File: src/rdt_consts.vh
`ifndef RDT_CONSTS_VH
`define RDT_CONSTS_VH

// ----------------------------------------------------------------
// register bus
// ----------------------------------------------------------------
`define RDT_AW              3
`define RDT_DW              16
`define RDT_ADDR_VALUE      3'h0
`define RDT_ADDR_MODE       3'h1
`define RDT_ADDR_START      3'h2
`define RDT_ADDR_IRQ        3'h3
`define RDT_ADDR_PORT       3'h4

// ----------------------------------------------------------------
// mode register fields
// ----------------------------------------------------------------
`define RDT_MODE_W          8
`define RDT_MODE_RST        8'h00
`define RDT_MODE_OP         1:0
`define RDT_MODE_PULSE      2
`define RDT_MODE_GATE       4:3
`define RDT_MODE_RSVD       5
`define RDT_MODE_SRC        7:6
`define RDT_OP_TIMER        2'h0
`define RDT_GATE_LOW        2'h2
`define RDT_GATE_HIGH       2'h3
`define RDT_GATE_ON_BIT     1

// ----------------------------------------------------------------
// count sources
// ----------------------------------------------------------------
`define RDT_SRC_DIV2        2'h0
`define RDT_SRC_DIV16       2'h1
`define RDT_SRC_DIV64       2'h2
`define RDT_SRC_DIV512      2'h3
`define RDT_PRE_W           9
`define RDT_PRE_RST         9'h000
`define RDT_PRE_TOP2        0
`define RDT_PRE_TOP16       3
`define RDT_PRE_TOP64       5
`define RDT_PRE_TOP512      8

// ----------------------------------------------------------------
// single-bit control fields
// ----------------------------------------------------------------
`define RDT_START_BIT       0
`define RDT_IRQ_BIT         0
`define RDT_PORT_DIR_BIT    0
`define RDT_PORT_DATA_BIT   1
`define RDT_PORT_PIN_BIT    2

// ----------------------------------------------------------------
// counter values
// ----------------------------------------------------------------
`define RDT_CNT_ZERO        16'h0000
`define RDT_CNT_RELOAD_READ 16'hffff
`define RDT_WORD_ZERO       16'h0000

`endif

File: src/rdt_prescale.v
`timescale 1ns/10ps
`default_nettype none
`include "rdt_consts.vh"

// ----------------------------------------------------------------
// free-running prescaler: one-cycle count-source enables
// ----------------------------------------------------------------
module rdt_prescale (
	input  wire       clock,
	input  wire       reset_n,
	input  wire [1:0] src_sel,
	output reg        src_tick
);

	reg [`RDT_PRE_W-1:0] pre_reg;
	wire [`RDT_PRE_W-1:0] pre_next;

	// runs all the time so the phase of the source does not depend on start
	assign pre_next = pre_reg + {{(`RDT_PRE_W-1){1'b0}}, 1'b1};

	always @(posedge clock or negedge reset_n) begin
		if (!reset_n) begin
			pre_reg <= `RDT_PRE_RST;
		end else begin
			pre_reg <= pre_next;
		end
	end

	// tick when the low bits of the divider are all ones
	always @* begin
		case (src_sel)
			`RDT_SRC_DIV2:   src_tick = &pre_reg[`RDT_PRE_TOP2:0];
			`RDT_SRC_DIV16:  src_tick = &pre_reg[`RDT_PRE_TOP16:0];
			`RDT_SRC_DIV64:  src_tick = &pre_reg[`RDT_PRE_TOP64:0];
			`RDT_SRC_DIV512: src_tick = &pre_reg[`RDT_PRE_TOP512:0];
			default:         src_tick = 1'b0;
		endcase
	end

endmodule // rdt_prescale

`default_nettype wire

File: src/rdt_timer.v
// Operation
// mode bits 1:0 equal 00 select timer
// software keeps mode bit 5 at zero
// decrement per pulse; underflow reloads, sets request
// value n gives request every n+1 pulses
// write while halted loads counter and reload
// write while counting loads reload only
// software writes all 16 bits at once
// count only while start flag is one
// request stays set until accepted or cleared
// reads return live counter; reload unreadable
// read at reload moment returns ffff
// halted write then read returns written value
// gate bits 10 count low, 11 high
// gated count freezes, resumes from held value
// gate intervals last two source periods minimum
// software sets gate pin as input
// pulse select inverts output at each underflow
// pulse select forces pin to output
// output low while start flag is zero
// gate and pulse output work together
// source bits pick divide 2,16,64,512
// source is one-cycle enable; request is level
//
// Design decisions made here: the address-and-strobe port and the address map.
`timescale 1ns/10ps
`default_nettype none
`include "rdt_consts.vh"

module rdt_timer (
	input  wire                 clock,
	input  wire                 reset_n,
	input  wire [`RDT_AW-1:0]   bus_addr,
	input  wire [`RDT_DW-1:0]   bus_wdata,
	input  wire                 bus_write,
	input  wire                 bus_read,
	output reg  [`RDT_DW-1:0]   bus_rdata,
	input  wire                 gate_input_pin,
	input  wire                 toggle_output_pin_in,
	output wire                 toggle_output_pin_out,
	output wire                 toggle_output_pin_oe,
	output wire                 irq_request,
	input  wire                 irq_accept
);

	// ----------------------------------------------------------------
	// state
	// ----------------------------------------------------------------
	reg  [`RDT_DW-1:0]     counter_reg;
	reg  [`RDT_DW-1:0]     counter_next;
	reg  [`RDT_DW-1:0]     reload_reg;
	reg  [`RDT_DW-1:0]     reload_next;
	reg  [`RDT_MODE_W-1:0] mode_reg;
	reg                    start_reg;
	reg                    irq_reg;
	reg                    irq_next;
	reg                    toggle_reg;
	reg                    toggle_next;
	reg                    port_dir_reg;
	reg                    port_data_reg;
	reg  [`RDT_DW-1:0]     rdata_next;

	wire                   src_tick;
	wire                   mode_timer;
	wire                   gate_on;
	wire                   gate_ok;
	wire                   count_en;
	wire                   underflow;
	wire                   pulse_sel;
	wire [`RDT_DW-1:0]     counter_dec;

	// ----------------------------------------------------------------
	// address decode
	// ----------------------------------------------------------------
	wire wr_value = bus_write && (bus_addr == `RDT_ADDR_VALUE);
	wire wr_mode  = bus_write && (bus_addr == `RDT_ADDR_MODE);
	wire wr_start = bus_write && (bus_addr == `RDT_ADDR_START);
	wire wr_irq   = bus_write && (bus_addr == `RDT_ADDR_IRQ);
	wire wr_port  = bus_write && (bus_addr == `RDT_ADDR_PORT);

	// ----------------------------------------------------------------
	// count source
	// ----------------------------------------------------------------
	rdt_prescale u_prescale (
		.clock    (clock),
		.reset_n  (reset_n),
		.src_sel  (mode_reg[`RDT_MODE_SRC]),
		.src_tick (src_tick)
	);

	// ----------------------------------------------------------------
	// count enable
	// ----------------------------------------------------------------
	// other operating modes are not built here; the channel just idles
	assign mode_timer = (mode_reg[`RDT_MODE_OP] == `RDT_OP_TIMER);

	// gate is on for codes 10 and 11; the low gate bit picks the level
	assign gate_on = mode_reg[`RDT_MODE_GATE] == `RDT_GATE_LOW ||
	                 mode_reg[`RDT_MODE_GATE] == `RDT_GATE_HIGH;
	assign gate_ok = !gate_on ||
	                 (mode_reg[`RDT_MODE_GATE] == `RDT_GATE_HIGH ?
	                  gate_input_pin : !gate_input_pin);

	// pulse only reaches the counter with start set and gate effective
	assign count_en  = src_tick && start_reg && mode_timer && gate_ok;
	assign underflow = count_en && (counter_reg == `RDT_CNT_ZERO);
	assign counter_dec = counter_reg - {{(`RDT_DW-1){1'b0}}, 1'b1};

	// ----------------------------------------------------------------
	// counter and reload
	// ----------------------------------------------------------------
	always @* begin
		counter_next = counter_reg;
		reload_next  = reload_reg;
		if (wr_value) begin
			// one 16-bit access; byte writes are not offered
			reload_next = bus_wdata;
		end
		if (count_en) begin
			if (underflow) begin
				// a reload written earlier takes effect here
				counter_next = reload_reg;
			end else begin
				counter_next = counter_dec;
			end
			// when no pulse arrives the value is held as is
		end
		if (wr_value && !start_reg) begin
			counter_next = bus_wdata;
		end
	end

	always @(posedge clock or negedge reset_n) begin
		if (!reset_n) begin
			counter_reg <= `RDT_CNT_ZERO;
			reload_reg  <= `RDT_CNT_ZERO;
		end else begin
			counter_reg <= counter_next;
			reload_reg  <= reload_next;
		end
	end

	// ----------------------------------------------------------------
	// configuration and start flag
	// ----------------------------------------------------------------
	always @(posedge clock or negedge reset_n) begin
		if (!reset_n) begin
			// reset also clears the reserved bit 5
			mode_reg      <= `RDT_MODE_RST;
			start_reg     <= 1'b0;
			port_dir_reg  <= 1'b0;
			port_data_reg <= 1'b0;
		end else begin
			if (wr_mode) begin
				mode_reg <= bus_wdata[`RDT_MODE_W-1:0];
			end
			if (wr_start) begin
				start_reg <= bus_wdata[`RDT_START_BIT];
			end
			if (wr_port) begin
				port_dir_reg  <= bus_wdata[`RDT_PORT_DIR_BIT];
				port_data_reg <= bus_wdata[`RDT_PORT_DATA_BIT];
			end
		end
	end

	// ----------------------------------------------------------------
	// interrupt request
	// ----------------------------------------------------------------
	always @* begin
		irq_next = irq_reg;
		if (irq_accept) begin
			irq_next = 1'b0;
		end
		if (wr_irq) begin
			irq_next = bus_wdata[`RDT_IRQ_BIT];
		end
		// an underflow in the clearing cycle must not be lost
		if (underflow) begin
			irq_next = 1'b1;
		end
	end

	always @(posedge clock or negedge reset_n) begin
		if (!reset_n) begin
			irq_reg <= 1'b0;
		end else begin
			irq_reg <= irq_next;
		end
	end

	assign irq_request = irq_reg;

	// ----------------------------------------------------------------
	// pulse output
	// ----------------------------------------------------------------
	assign pulse_sel = mode_reg[`RDT_MODE_PULSE];

	always @* begin
		toggle_next = toggle_reg;
		if (!start_reg) begin
			toggle_next = 1'b0;
		end else if (underflow) begin
			toggle_next = !toggle_reg;
		end
	end

	always @(posedge clock or negedge reset_n) begin
		if (!reset_n) begin
			toggle_reg <= 1'b0;
		end else begin
			toggle_reg <= toggle_next;
		end
	end

	// pulse select overrides the direction bit; clearing it gives the pin back
	assign toggle_output_pin_out = pulse_sel ? (toggle_reg && start_reg)
	                                         : port_data_reg;
	assign toggle_output_pin_oe  = pulse_sel || port_dir_reg;

	// ----------------------------------------------------------------
	// read data
	// ----------------------------------------------------------------
	always @* begin
		rdata_next = `RDT_WORD_ZERO;
		case (bus_addr)
			`RDT_ADDR_VALUE: begin
				// the reload register has no read path at all
				if (underflow) begin
					rdata_next = `RDT_CNT_RELOAD_READ;
				end else begin
					rdata_next = counter_reg;
				end
			end
			`RDT_ADDR_MODE: begin
				rdata_next[`RDT_MODE_W-1:0] = mode_reg;
			end
			`RDT_ADDR_START: begin
				rdata_next[`RDT_START_BIT] = start_reg;
			end
			`RDT_ADDR_IRQ: begin
				rdata_next[`RDT_IRQ_BIT] = irq_reg;
			end
			`RDT_ADDR_PORT: begin
				rdata_next[`RDT_PORT_DIR_BIT]  = port_dir_reg;
				rdata_next[`RDT_PORT_DATA_BIT] = port_data_reg;
				rdata_next[`RDT_PORT_PIN_BIT]  = toggle_output_pin_in;
			end
			default: begin
				rdata_next = `RDT_WORD_ZERO;
			end
		endcase
	end

	// data stand only in the cycle after the read strobe
	always @(posedge clock or negedge reset_n) begin
		if (!reset_n) begin
			bus_rdata <= `RDT_WORD_ZERO;
		end else if (bus_read) begin
			bus_rdata <= rdata_next;
		end else begin
			bus_rdata <= `RDT_WORD_ZERO;
		end
	end

endmodule // rdt_timer

`default_nettype wire

File: config.mk
export PLATFORM = sky130hd
export DESIGN_NAME = rdt_timer
export DESIGN_NICKNAME = d
export VERILOG_FILES = /design/src/rdt_prescale.v /design/src/rdt_timer.v
export VERILOG_INCLUDE_DIRS = /design/src
export SDC_FILE = /design/constraint.sdc
export NUM_CORES = 1
export LEC_CHECK = 0
export BUFFER_PORTS_ARGS = -buffer_cell sky130_fd_sc_hd__buf_2
export CAP_MARGIN = 20
export CORE_UTILIZATION = 45
export DETAILED_ROUTE_END_ITERATION = 8
export PLACE_DENSITY = 0.72
export SLEW_MARGIN = 25
export SYNTH_ARGS = -nofsm -noshare
export SYNTH_HDL_FRONTEND = slang
export SYNTH_HIERARCHICAL = 1
export SYNTH_SLANG_ARGS = --single-unit
File: constraint.sdc
create_clock -name clock -period 4.3 [get_ports clock]
set_input_delay 1.29 -clock clock [delete_from_list [all_inputs] [get_ports clock]]
set_output_delay 1.29 -clock clock [all_outputs]
set_load 0.05 [all_outputs]
* Yosys cells after proc, flatten, opt, wreduce, memory -nomap -nowiden
Cells that the tools add are included.
** Word-level totals
- Output and inout port bits :: 19
- Word-level logic and storage cells :: 66
- Register bits after elaboration :: 70
- Input port bits :: 26
** Operators by class
- Reductions and logical operators :: 27
- Add/subtract/negate cells :: 2
- Eq/ne operators :: 10
- Mux-type cells :: 17
** Operator list (count)
- $mux W16 :: 5
- $logic_not A16 Y1 :: 1
- $sub A16 B1 Y16 const B :: 1
- $logic_and A1 B1 Y1 :: 11
- $pmux W5 S2 :: 1
- $add A9 B1 Y9 const B :: 1
- $reduce_and A9 Y1 :: 1
- $eq A2 B2 Y1 const B :: 4
- $mux W8 :: 1
- $mux W1 :: 7
- $eq A3 B2 Y1 const B :: 2
- $pmux W2 S3 :: 1
- $reduce_and A6 Y1 :: 1
- $pmux W1 S5 :: 1
- $logic_not A1 Y1 :: 4
- $logic_not A2 Y1 :: 2
- $pmux W1 S4 :: 1
- $reduce_and A4 Y1 :: 1
- $eq A3 B1 Y1 const B :: 1
- $eq A3 B3 Y1 const B :: 1
- $logic_not A3 Y1 :: 1
- $logic_or A1 B1 Y1 :: 3
- $reduce_bool A3 Y1 :: 1
- $eq A2 B1 Y1 const B :: 1
- other kinds (2) :: 2

* Longest topological paths before layout
Gate-level depths: netlist of run 1.
- Word-level depth :: 9
- Mapped depth :: 14
- Mapped depth without buffers :: 13

* Cells and area by module
The synthesis of run 1 kept the hierarchy.
** By module, submodules not included
- rdt_timer :: times used 1, seq. area each 1526.5 µm², area each 3056.7 µm², cells an instance 285
- rdt_prescale :: times used 1, seq. area each 225.2 µm², area each 399.1 µm², cells an instance 32

* Worst setup path after synthesis of run 1
Ideal clock, no wire load.
- Path type :: register to output
- Start :: register mode_reg[2]
- End :: output toggle_output_pin_out
- Stages on the path, launching flop included :: 2
- Slack :: 1511 ps
- Arrival time :: 1499 ps
- Cell sequence :: dfrtp_1 > o21ai_0
** Between the ends
- Word-level cells in the longest chain between the ends :: 1
** Ends and longest elaborated chain
- from (decl) :: line rdt_timer.v:53 : reg [`RDT_MODE_W-1:0] mode_reg;
- from (signal assigned) :: line rdt_timer.v:149 : mode_reg <= `RDT_MODE_RST;
- from (signal assigned) :: line rdt_timer.v:155 : mode_reg <= bus_wdata[`RDT_MODE_W-1:0];
- $mux W1 :: line rdt_timer.v:217 : assign toggle_output_pin_out = pulse_sel ? (toggle_reg && start_reg)
- to (decl) :: line rdt_timer.v:40 : output wire toggle_output_pin_out,
No other way between the ends.

* Final worst setup path of run 1
- Start :: register u_prescale.pre_reg[0]
- End :: register bus_rdata[0]
** Between the ends
- Word-level cells in the longest chain between the ends :: 9
- Elaborated cells between the ends (all ways) :: 11
** Ends and longest elaborated chain
- from (decl) :: line rdt_prescale.v:15 : reg [`RDT_PRE_W-1:0] pre_reg;
- from (signal assigned) :: line rdt_prescale.v:23 : pre_reg <= `RDT_PRE_RST;
- from (signal assigned) :: line rdt_prescale.v:25 : pre_reg <= pre_next;
- $reduce_and A9 Y1, or another cell as far along :: line rdt_prescale.v:35 : `RDT_SRC_DIV512: src_tick = &pre_reg[`RDT_PRE_TOP512:0];
- $pmux W1 S4 * :: line rdt_prescale.v:31 : case (src_sel)
- net src_tick :: line rdt_timer.v:63 : wire src_tick;
- $logic_and A1 B1 Y1 * (3 in a row) :: line rdt_timer.v:105 : assign count_en = src_tick && start_reg && mode_timer && gate_ok;
- $logic_and A1 B1 Y1 * :: line rdt_timer.v:106 : assign underflow = count_en && (counter_reg == `RDT_CNT_ZERO);
- $mux W16 * :: line rdt_timer.v:229 : if (underflow) begin
- $pmux W1 S5 * :: line rdt_timer.v:226 : case (bus_addr)
- $mux W16 * :: line rdt_timer.v:259 : end else if (bus_read) begin
- to (signal assigned) :: line rdt_timer.v:258 : bus_rdata <= `RDT_WORD_ZERO;
- to (signal assigned) :: line rdt_timer.v:260 : bus_rdata <= rdata_next;
- to (signal assigned) :: line rdt_timer.v:262 : bus_rdata <= `RDT_WORD_ZERO;
- to (decl) :: line rdt_timer.v:37 : output reg [`RDT_DW-1:0] bus_rdata,
Mark *: on every way through the listed nets, which the timed path passes. The rest lies on a longest branch.
A chain may end at the register's enable or synchronous reset.

==> reports/metrics.csv, run 1 <==
metric;value;unit
finClkSkew;7.67;ps
final_cell_area;3920;um^2
dieArea;8030;um^2
cp.required;4560;ps
synth.net_count;347;
hpwl;5.15;mm
vias;2551;
antenna_cells;0;
period_share;0.770;
hold_viol;0;
num_rows;31;
cts.sinks;70;
cts_setup_buffers;0;
setup_ws;989;ps
area_growth;13.4;%
r2r_cells;13;
hold_depth;1;
ctsRootBufferMaster;clkbuf_8;
status;completed;
clk_latency;340;ps
gp_congestion;0.884;
hold_buffers;0;
synth_cells;317;
cts-resized-gates;0;
finalPower;2.10;mW
clk_pin_slew;70;ps
cts_tree;done;
numCtsBuffers;9;
yosys-top-cells-area;dfrtp_1 51%, mux2_2 8.5%, o21ai_0 4.9%;
drv_slew;0;
vias_per_cell;5.46;
critPathKind;reg -> reg;
grt_pass1_wl;12.2;mm
ys.warnings.count;6;
cap_violations;0;
worstPathArrival;3570;ps
relSlewSlack;0.457;
nets;393;
grt_use_total;0.202;
ys.flop_type;dfrtp_1;
async_flop_share;1.00;
yosys-top-cells-count;70 x dfrtp_1, 36 x nor2_1, 34 x o21ai_0;
overflow;0;
end_kind;register;
drt-pass1-iter-count;4;
drc;0;
ys_seq_area_frac;0.507;
fin_crit;3310;ps
synth-edff-count;0;
die_width;89.6;um
ant_nets;0;
drtIter0Drc;165;
placedInstanceArea;3740;um^2
die_y;89.6;um
max-vdd-ir-drop;198;uV
worst_pin_slew;811;ps
antenna_found_initial;0;
hold_path_class;reg -> reg;
synth-seq-cells;70;
synth_most_common_cell;dfrtp_1;
netlist_area;3460;um^2
nFillCells;635;
io_pins;45;
drive_gt1_frac;0.272;
synth_top_cell_by_area;dfrtp_1;
p_leak;1.78;nW
p_per_area;537;nW/um^2
grt_pass1_vias;2528;
syn_area_per_cell;10.9;um^2
place_ws;1020;ps
start_util;0.471;
finalSetupViolCount;0;
synth_top_area_frac;0.507;
core;7330;um^2
worstPathMaxFanout;17;
max_freq;302;MHz
setup_tns;0;ps
wl_per_cell;16.0;um
rsz0062_at_grt;false;
numPortBuffers;44;
synth_cell_type_count;50;
htree_levels;3;
postRouteWirelength;7.48;mm
grt_start_max_net_pins;47;
clockBufferDepth;2;
startpoint_type;register;
==> cells in the final DEF (no fill, tap or decap), types with 2 or more instances in the layout <==
| cell | synthesis | layout |
|---|---|---|
| a21boi_0 | 2 | 2 |
| a21oi_1 | 5 | 5 |
| a22oi_1 | 17 | 17 |
| and2_1 | 3 | 3 |
| and3_1 | 2 | 2 |
| and3b_1 | 2 | 2 |
| buf_2 | 5 | 44 |
| buf_4 | 2 | 4 |
| clkbuf_1 | 1 | 3 |
| clkbuf_8 | 0 | 9 |
| clkinv_2 | 0 | 2 |
| dfrtp_1 | 70 | 70 |
| ha_1 | 4 | 4 |
| inv_1 | 5 | 5 |
| mux2_2 | 26 | 26 |
| mux2i_1 | 2 | 2 |
| nand2_1 | 17 | 17 |
| nand2b_1 | 2 | 2 |
| nand3_1 | 6 | 6 |
| nand3b_1 | 2 | 2 |
| nand4_1 | 5 | 5 |
| nor2_1 | 36 | 36 |
| nor2b_1 | 4 | 4 |
| nor3_1 | 7 | 7 |
| nor3b_1 | 2 | 2 |
| o21a_1 | 2 | 2 |
| o21ai_0 | 34 | 34 |
| o21ai_1 | 10 | 10 |
| xnor2_1 | 14 | 14 |
| xor2_1 | 5 | 5 |
==> routing by layer <==
| metal | routed length, um | GRT usage |
|---|---|---|
| met5 | 0 | 0 |
| met4 | 124 | 0.0967 |
| met3 | 310 | 0.0274 |
| met2 | 3620 | 0.321 |
| met1 | 3430 | 0.274 |
==> final cells by class <==
class	count	area, um^2	area share
timing repair buffer	48	250	0.0639
clock buffer	12	135	0.0345
multi-input combinational	229	1590	0.406
tap	99	124	0.0316
inverter	5	18.8	0.00479
clock inverter	4	47.5	0.0121
sequential	70	1750	0.447
==> critical path, cell delays in order, from the launching register on <==
cell and delay (ps):
dfrtp_1 390, ha_1 210, nand3_2 140, nor2_1 180, and3_1 200, ha_1 150
nand2_1 70, o311ai_2 90, o21a_1 170, nand2_1 110, a2111o_1 550, nor3_4 620
o21ai_0 160, a21boi_0 190
==> per-stage QoR <==
stage               hold slack, ps   util  instances
floorplan                      434      -        317
global placement               462  0.510        451
detailed placement             468  0.510        451
CTS                            480  0.535        467
global route                   496  0.535        467
finish                         470  0.535        467
==> cell families after synthesis <==
family | synth area share
DFF | 0.507
AOI/OAI and AO/OA | 0.142
xor gates and xnor gates | 0.0482
adders and majority gates | 0.0145
muxes | 0.0905
and+or+nand+nor | 0.165
buffers and inverters | 0.0326
==> final timing paths <==
path                                                    to  slack (ps)                             from
max reg2reg                         bus_rdata[0]$_DFF_PN0_         990  u_prescale/pre_reg[0]$_DFF_PN0_
min reg2reg                u_prescale/pre_reg[7]$_DFF_PN0_         470  u_prescale/pre_reg[7]$_DFF_PN0_
min                        u_prescale/pre_reg[7]$_DFF_PN0_         470  u_prescale/pre_reg[7]$_DFF_PN0_
max                                 bus_rdata[0]$_DFF_PN0_         990  u_prescale/pre_reg[0]$_DFF_PN0_
max in group asynchronous        reload_reg[5]$_DFFE_PN0P_        2380                          reset_n
min in group asynchronous         port_dir_reg$_DFFE_PN0P_         920                          reset_n
==> where the power goes <==
part / leakage (nW) / switching (mW) / internal, mW / total (mW)
combinational: 0.806 / 0.339 / 0.282 / 0.621
clock: 0.0904 / 0.235 / 0.267 / 0.501
sequential: 0.886 / 0.187 / 0.794 / 0.981
No activity file was read; power rests on OpenSTA's default activity.
==> inputs of run 2 (changes only) <==
--- a/config.mk
+++ b/config.mk
@@ -10,7 +10,7 @@
 export CAP_MARGIN = 20
 export CORE_UTILIZATION = 45
 export DETAILED_ROUTE_END_ITERATION = 8
-export PLACE_DENSITY = 0.72
+export PLACE_DENSITY = 0.74
 export SLEW_MARGIN = 25
 export SYNTH_ARGS = -nofsm -noshare
 export SYNTH_HDL_FRONTEND = slang
==> constraint.sdc (replaced) <==
create_clock -name clock -period 3 [get_ports clock]
set_input_delay 0.9 -clock clock [delete_from_list [all_inputs] [get_ports clock]]
set_output_delay 0.9 -clock clock [all_outputs]
set_load 0.05 [all_outputs]
==> reports/metrics.csv, run 2 (synthesis results as in run 1) <==
metric;value;unit
finClkSkew;6.42;ps
grt_pass1_vias;2562;
hold_viol;0;
drv_slew;0;
htree_levels;3;
period_share;0.920;
area_growth;13.9;%
fin_crit;2760;ps
swShare;0.366;
finalPower;2.92;mW
nets;398;
die_width;89.6;um
hold_path_class;reg -> reg;
fin_util;0.537;
layout_common_cells;70 x dfrtp_1, 44 x buf_2, 36 x nor2_1;
rsz0062_at_grt;false;
fin_cells;471;
critPathKind;reg -> reg;
worstPathArrival;3030;ps
cts-resized-gates;0;
cap_violations;0;
cts.sinks;70;
seqPwrFrac;0.484;
drt-pass1-iter-count;4;
cts_setup_buffers;0;
startpoint_type;register;
wl_per_cell;15.6;um
vias_per_cell;5.54;
antenna_cells;0;
max_freq;362;MHz
clockBufferDepth;2;
ctsRootBufferMaster;clkbuf_8;
numPortBuffers;44;
p_leak;1.80;nW
final_common_cell;dfrtp_1;
clk_pin_slew;70;ps
dp.cells;456;
hold_buffers;0;
grt_use_total;0.205;
vias;2607;
grt_start_max_net_pins;71;
gp_congestion;0.867;
setup_tns;0;ps
status;completed;
cts_tree;done;
core;7330;um^2
dieArea;8030;um^2
switching_power;1.07;mW
max-vdd-ir-drop;280;uV
combPwrFrac;0.306;
relSlewSlack;0.420;
worst_pin_slew;870;ps
drtIter0Drc;170;
cp.required;3270;ps
drc;0;
num_rows;31;
clk_latency;340;ps
pwr-share-clk;0.210;
drive_gt1_frac;0.277;
hpwl;5.15;mm
numCtsBuffers;9;
antenna_found_initial;0;
io_pins;45;
overflow;0;
power.internal;1.85;mW
end_kind;register;
finalSetupViolCount;0;
die_y;89.6;um
p_per_area;742;nW/um^2
postRouteWirelength;7.34;mm
grt_pass1_wl;12.2;mm
start_util;0.471;
worstPathMaxFanout;13;
ant_nets;0;
timing.hold.ws;468;ps
[run 2: through the flow]
step,setup slack [ps],area (um^2)
2_1_floorplan,356,3460
3_3_place_gp,299,3790
3_5_place_dp,177,3790
4_1_cts,182,3940
5_1_grt,17.5,3940
6_report,241,3940
[run 2: cell type report]
type | count | area [um^2]
fillers | 663 | 3400
flip-flops and latches | 70 | 1750
multi-input cells | 229 | 1590
repair buffers | 53 | 300
clock buffers | 13 | 139
well taps | 99 | 124
inverters | 5 | 18.8
clock inverters | 2 | 10.0
[run 2: per-layer routing]
metal / up-vias / track usage / share of wire
li1: 1235 / - / -
met2: 61 / 0.319 / 0.48
met4: 0 / 0.120 / 0.020
met3: 10 / 0.0366 / 0.040
met5: - / 0 / 0
met1: 1301 / 0.270 / 0.46
[run 2: critical path: stages, from the launching register on]
cell	delay (ps)
dfrtp_1	380
ha_1	210
nand3_2	130
nor2_1	180
and3_1	180
ha_1	140
nand2_1	60
o311ai_2	90
o21a_1	160
nand2_1	90
a2111o_1	450
nor3_4	250
buf_12	170
o21ai_0	90
nand2_1	110
[run 2: path summary, 6_finish.rpt]
| kind | from | end | slack, ps | cells after the start |
|---|---|---|---|---|
| worst max-delay path | u_prescale/pre_reg[0]$_DFF_PN0_ | bus_rdata[4]$_DFF_PN0_ | 240 | 14 |
| worst min-delay path | u_prescale/pre_reg[7]$_DFF_PN0_ | u_prescale/pre_reg[7]$_DFF_PN0_ | 470 | 1 |
| worst max register to register | u_prescale/pre_reg[0]$_DFF_PN0_ | bus_rdata[4]$_DFF_PN0_ | 240 | 14 |
| worst min register to register | u_prescale/pre_reg[7]$_DFF_PN0_ | u_prescale/pre_reg[7]$_DFF_PN0_ | 470 | 1 |
| max in group asynchronous | reset_n | bus_rdata[0]$_DFF_PN0_ | 1680 | 2 |
| min in group asynchronous | reset_n | port_dir_reg$_DFFE_PN0P_ | 740 | 2 |
[run 2: power groups by stage]
stage / Clock [mW] / Combinational (mW) / Sequential [mW]
3_5_place_dp: 0 / 0.893 / 1.42
4_1_cts: 0.631 / 0.900 / 1.41
3_3_place_gp: 0 / 0.864 / 1.42
2_1_floorplan: 0 / 0.685 / 1.37
6_report: 0.614 / 0.893 / 1.41
5_1_grt: 0.661 / 1.01 / 1.44
==> inputs of run 3 (changes only) <==
--- a/config.mk
+++ b/config.mk
@@ -10,7 +10,7 @@
 export CAP_MARGIN = 20
 export CORE_UTILIZATION = 45
 export DETAILED_ROUTE_END_ITERATION = 8
-export PLACE_DENSITY = 0.74
+export PLACE_DENSITY = 0.72
 export SLEW_MARGIN = 25
 export SYNTH_ARGS = -nofsm -noshare
 export SYNTH_HDL_FRONTEND = slang
==> constraint.sdc (replaced) <==
create_clock -name clock -period 3.35 [get_ports clock]
set_input_delay 1.005 -clock clock [delete_from_list [all_inputs] [get_ports clock]]
set_output_delay 1.005 -clock clock [all_outputs]
set_load 0.05 [all_outputs]
==> reports/metrics.csv, run 3 (synthesis results as in run 1) <==
metric;value;unit
timing.hold.ws;468;ps
final_common_cell;dfrtp_1;
hold_path_class;reg -> reg;
cp.required;3630;ps
postRouteWirelength;7.44;mm
num_rows;31;
end_kind;register;
worst_pin_slew;677;ps
ctsRootBufferMaster;clkbuf_8;
clockBufferDepth;2;
max-vdd-ir-drop;262;uV
rrSetupSlack;240;ps
rsz0062_at_grt;false;
cts_tree;done;
hold_buffers;0;
grt_pass1_vias;2506;
ant_nets;0;
antenna_found_initial;0;
drc;0;
period_share;0.927;
clk_pin_slew;70;ps
grt_start_max_net_pins;45;
layout_common_cells;70 x dfrtp_1, 44 x buf_2, 36 x nor2_1;
dieArea;8030;um^2
place_ws;281;ps
startpoint_type;register;
drive_gt1_frac;0.277;
hpwl;5.17;mm
setup_tns;0;ps
overflow;0;
nets;395;
htree_levels;3;
hold_path_end;u_prescale/pre_reg[7]$_DFF_PN0_;
hold_viol;0;
worstPathMaxFanout;11;
io_pins;45;
dp.cells;453;
critPathKind;reg -> reg;
cts.sinks;70;
cts-resized-gates;0;
worstPathArrival;3380;ps
fin_crit;3110;ps
vias;2564;
grt_pass1_wl;12.3;mm
cts_setup_buffers;0;
die_y;89.6;um
drv_slew;0;
status;completed;
max_freq;322;MHz
antenna_cells;0;
worstHoldStart;u_prescale/pre_reg[7]$_DFF_PN0_;
vias_per_cell;5.49;
numCtsBuffers;9;
grt_use_total;0.207;
setup_ws;244;ps
finalSetupViolCount;0;
area_growth;13.9;%
core;7330;um^2
start_util;0.471;
p_leak;1.80;nW
r2r-start;u_prescale/pre_reg[0]$_DFF_PN0_;
drtIter0Drc;154;
gp_congestion;0.838;
cap_violations;0;
startpoint;u_prescale/pre_reg[0]$_DFF_PN0_;
clk_latency;350;ps
drt-pass1-iter-count;4;
numPortBuffers;44;
p_per_area;677;nW/um^2
die_width;89.6;um
finalPower;2.67;mW
r2r_end;bus_rdata[5]$_DFF_PN0_;
hold_depth;1;
finClkSkew;14.9;ps
r2r_cells;14;
fin_cells;467;
wl_per_cell;15.9;um
relSlewSlack;0.548;
-- run 3: power by group --
group / total, mW / internal [mW] / switching [mW] / leakage, nW
logic: 0.784 / 0.365 / 0.420 / 0.821
registers: 1.27 / 1.02 / 0.246 / 0.886
clock network: 0.617 / 0.320 / 0.297 / 0.0914
total: 2.67 / 1.70 / 0.963 / 1.80
-- run 3: how the worst max path moves through the flow --
stage / to / slack (ps) / cells past startpoint
after global placement: bus_rdata[5]$_DFF_PN0_ / 490 / 14
after CTS: bus_rdata[5]$_DFF_PN0_ / 250 / 14
final: bus_rdata[5]$_DFF_PN0_ / 240 / 14
after global routing: bus_rdata[7]$_DFF_PN0_ / 20 / 14
after detailed placement: bus_rdata[5]$_DFF_PN0_ / 280 / 14
after floorplan: bus_rdata[6]$_DFF_PN0_ / 710 / 14
-- run 3: worst max-delay path, cell delays in order, from the launching register on --
cell and delay, ps:
dfrtp_1 380, ha_1 210, nand3_2 140, nor2_1 190, and3_1 190, ha_1 140, nand2_1 70, o311ai_2 90
o21a_1 180, nand2_1 100, a2111o_1 540, nor3_4 340, buf_4 240, o21ai_0 90, nand2_1 110
-- run 3: metal layers --
layer / part of all wire / global-route usage
met5: 0 / 0
met4: 0.022 / 0.0924
met3: 0.040 / 0.0457
met2: 0.47 / 0.326
met1: 0.47 / 0.274
-- run 3: per-stage QoR --
stage,instance area (um^2),util
2_1_floorplan,3460,-
3_3_place_gp,3760,0.513
3_5_place_dp,3760,0.513
4_1_cts,3940,0.537
5_1_grt,3940,0.537
6_report,3940,0.537
-- run 3: layout make-up --
class	instances	area, um^2
flip-flops and latches	70	1750
repair buffers	50	278
multi-input cells	229	1590
fillers	643	3390
inverters	5	18.8
clock buffers	13	169
well taps	99	124
clock inverters	1	5.00
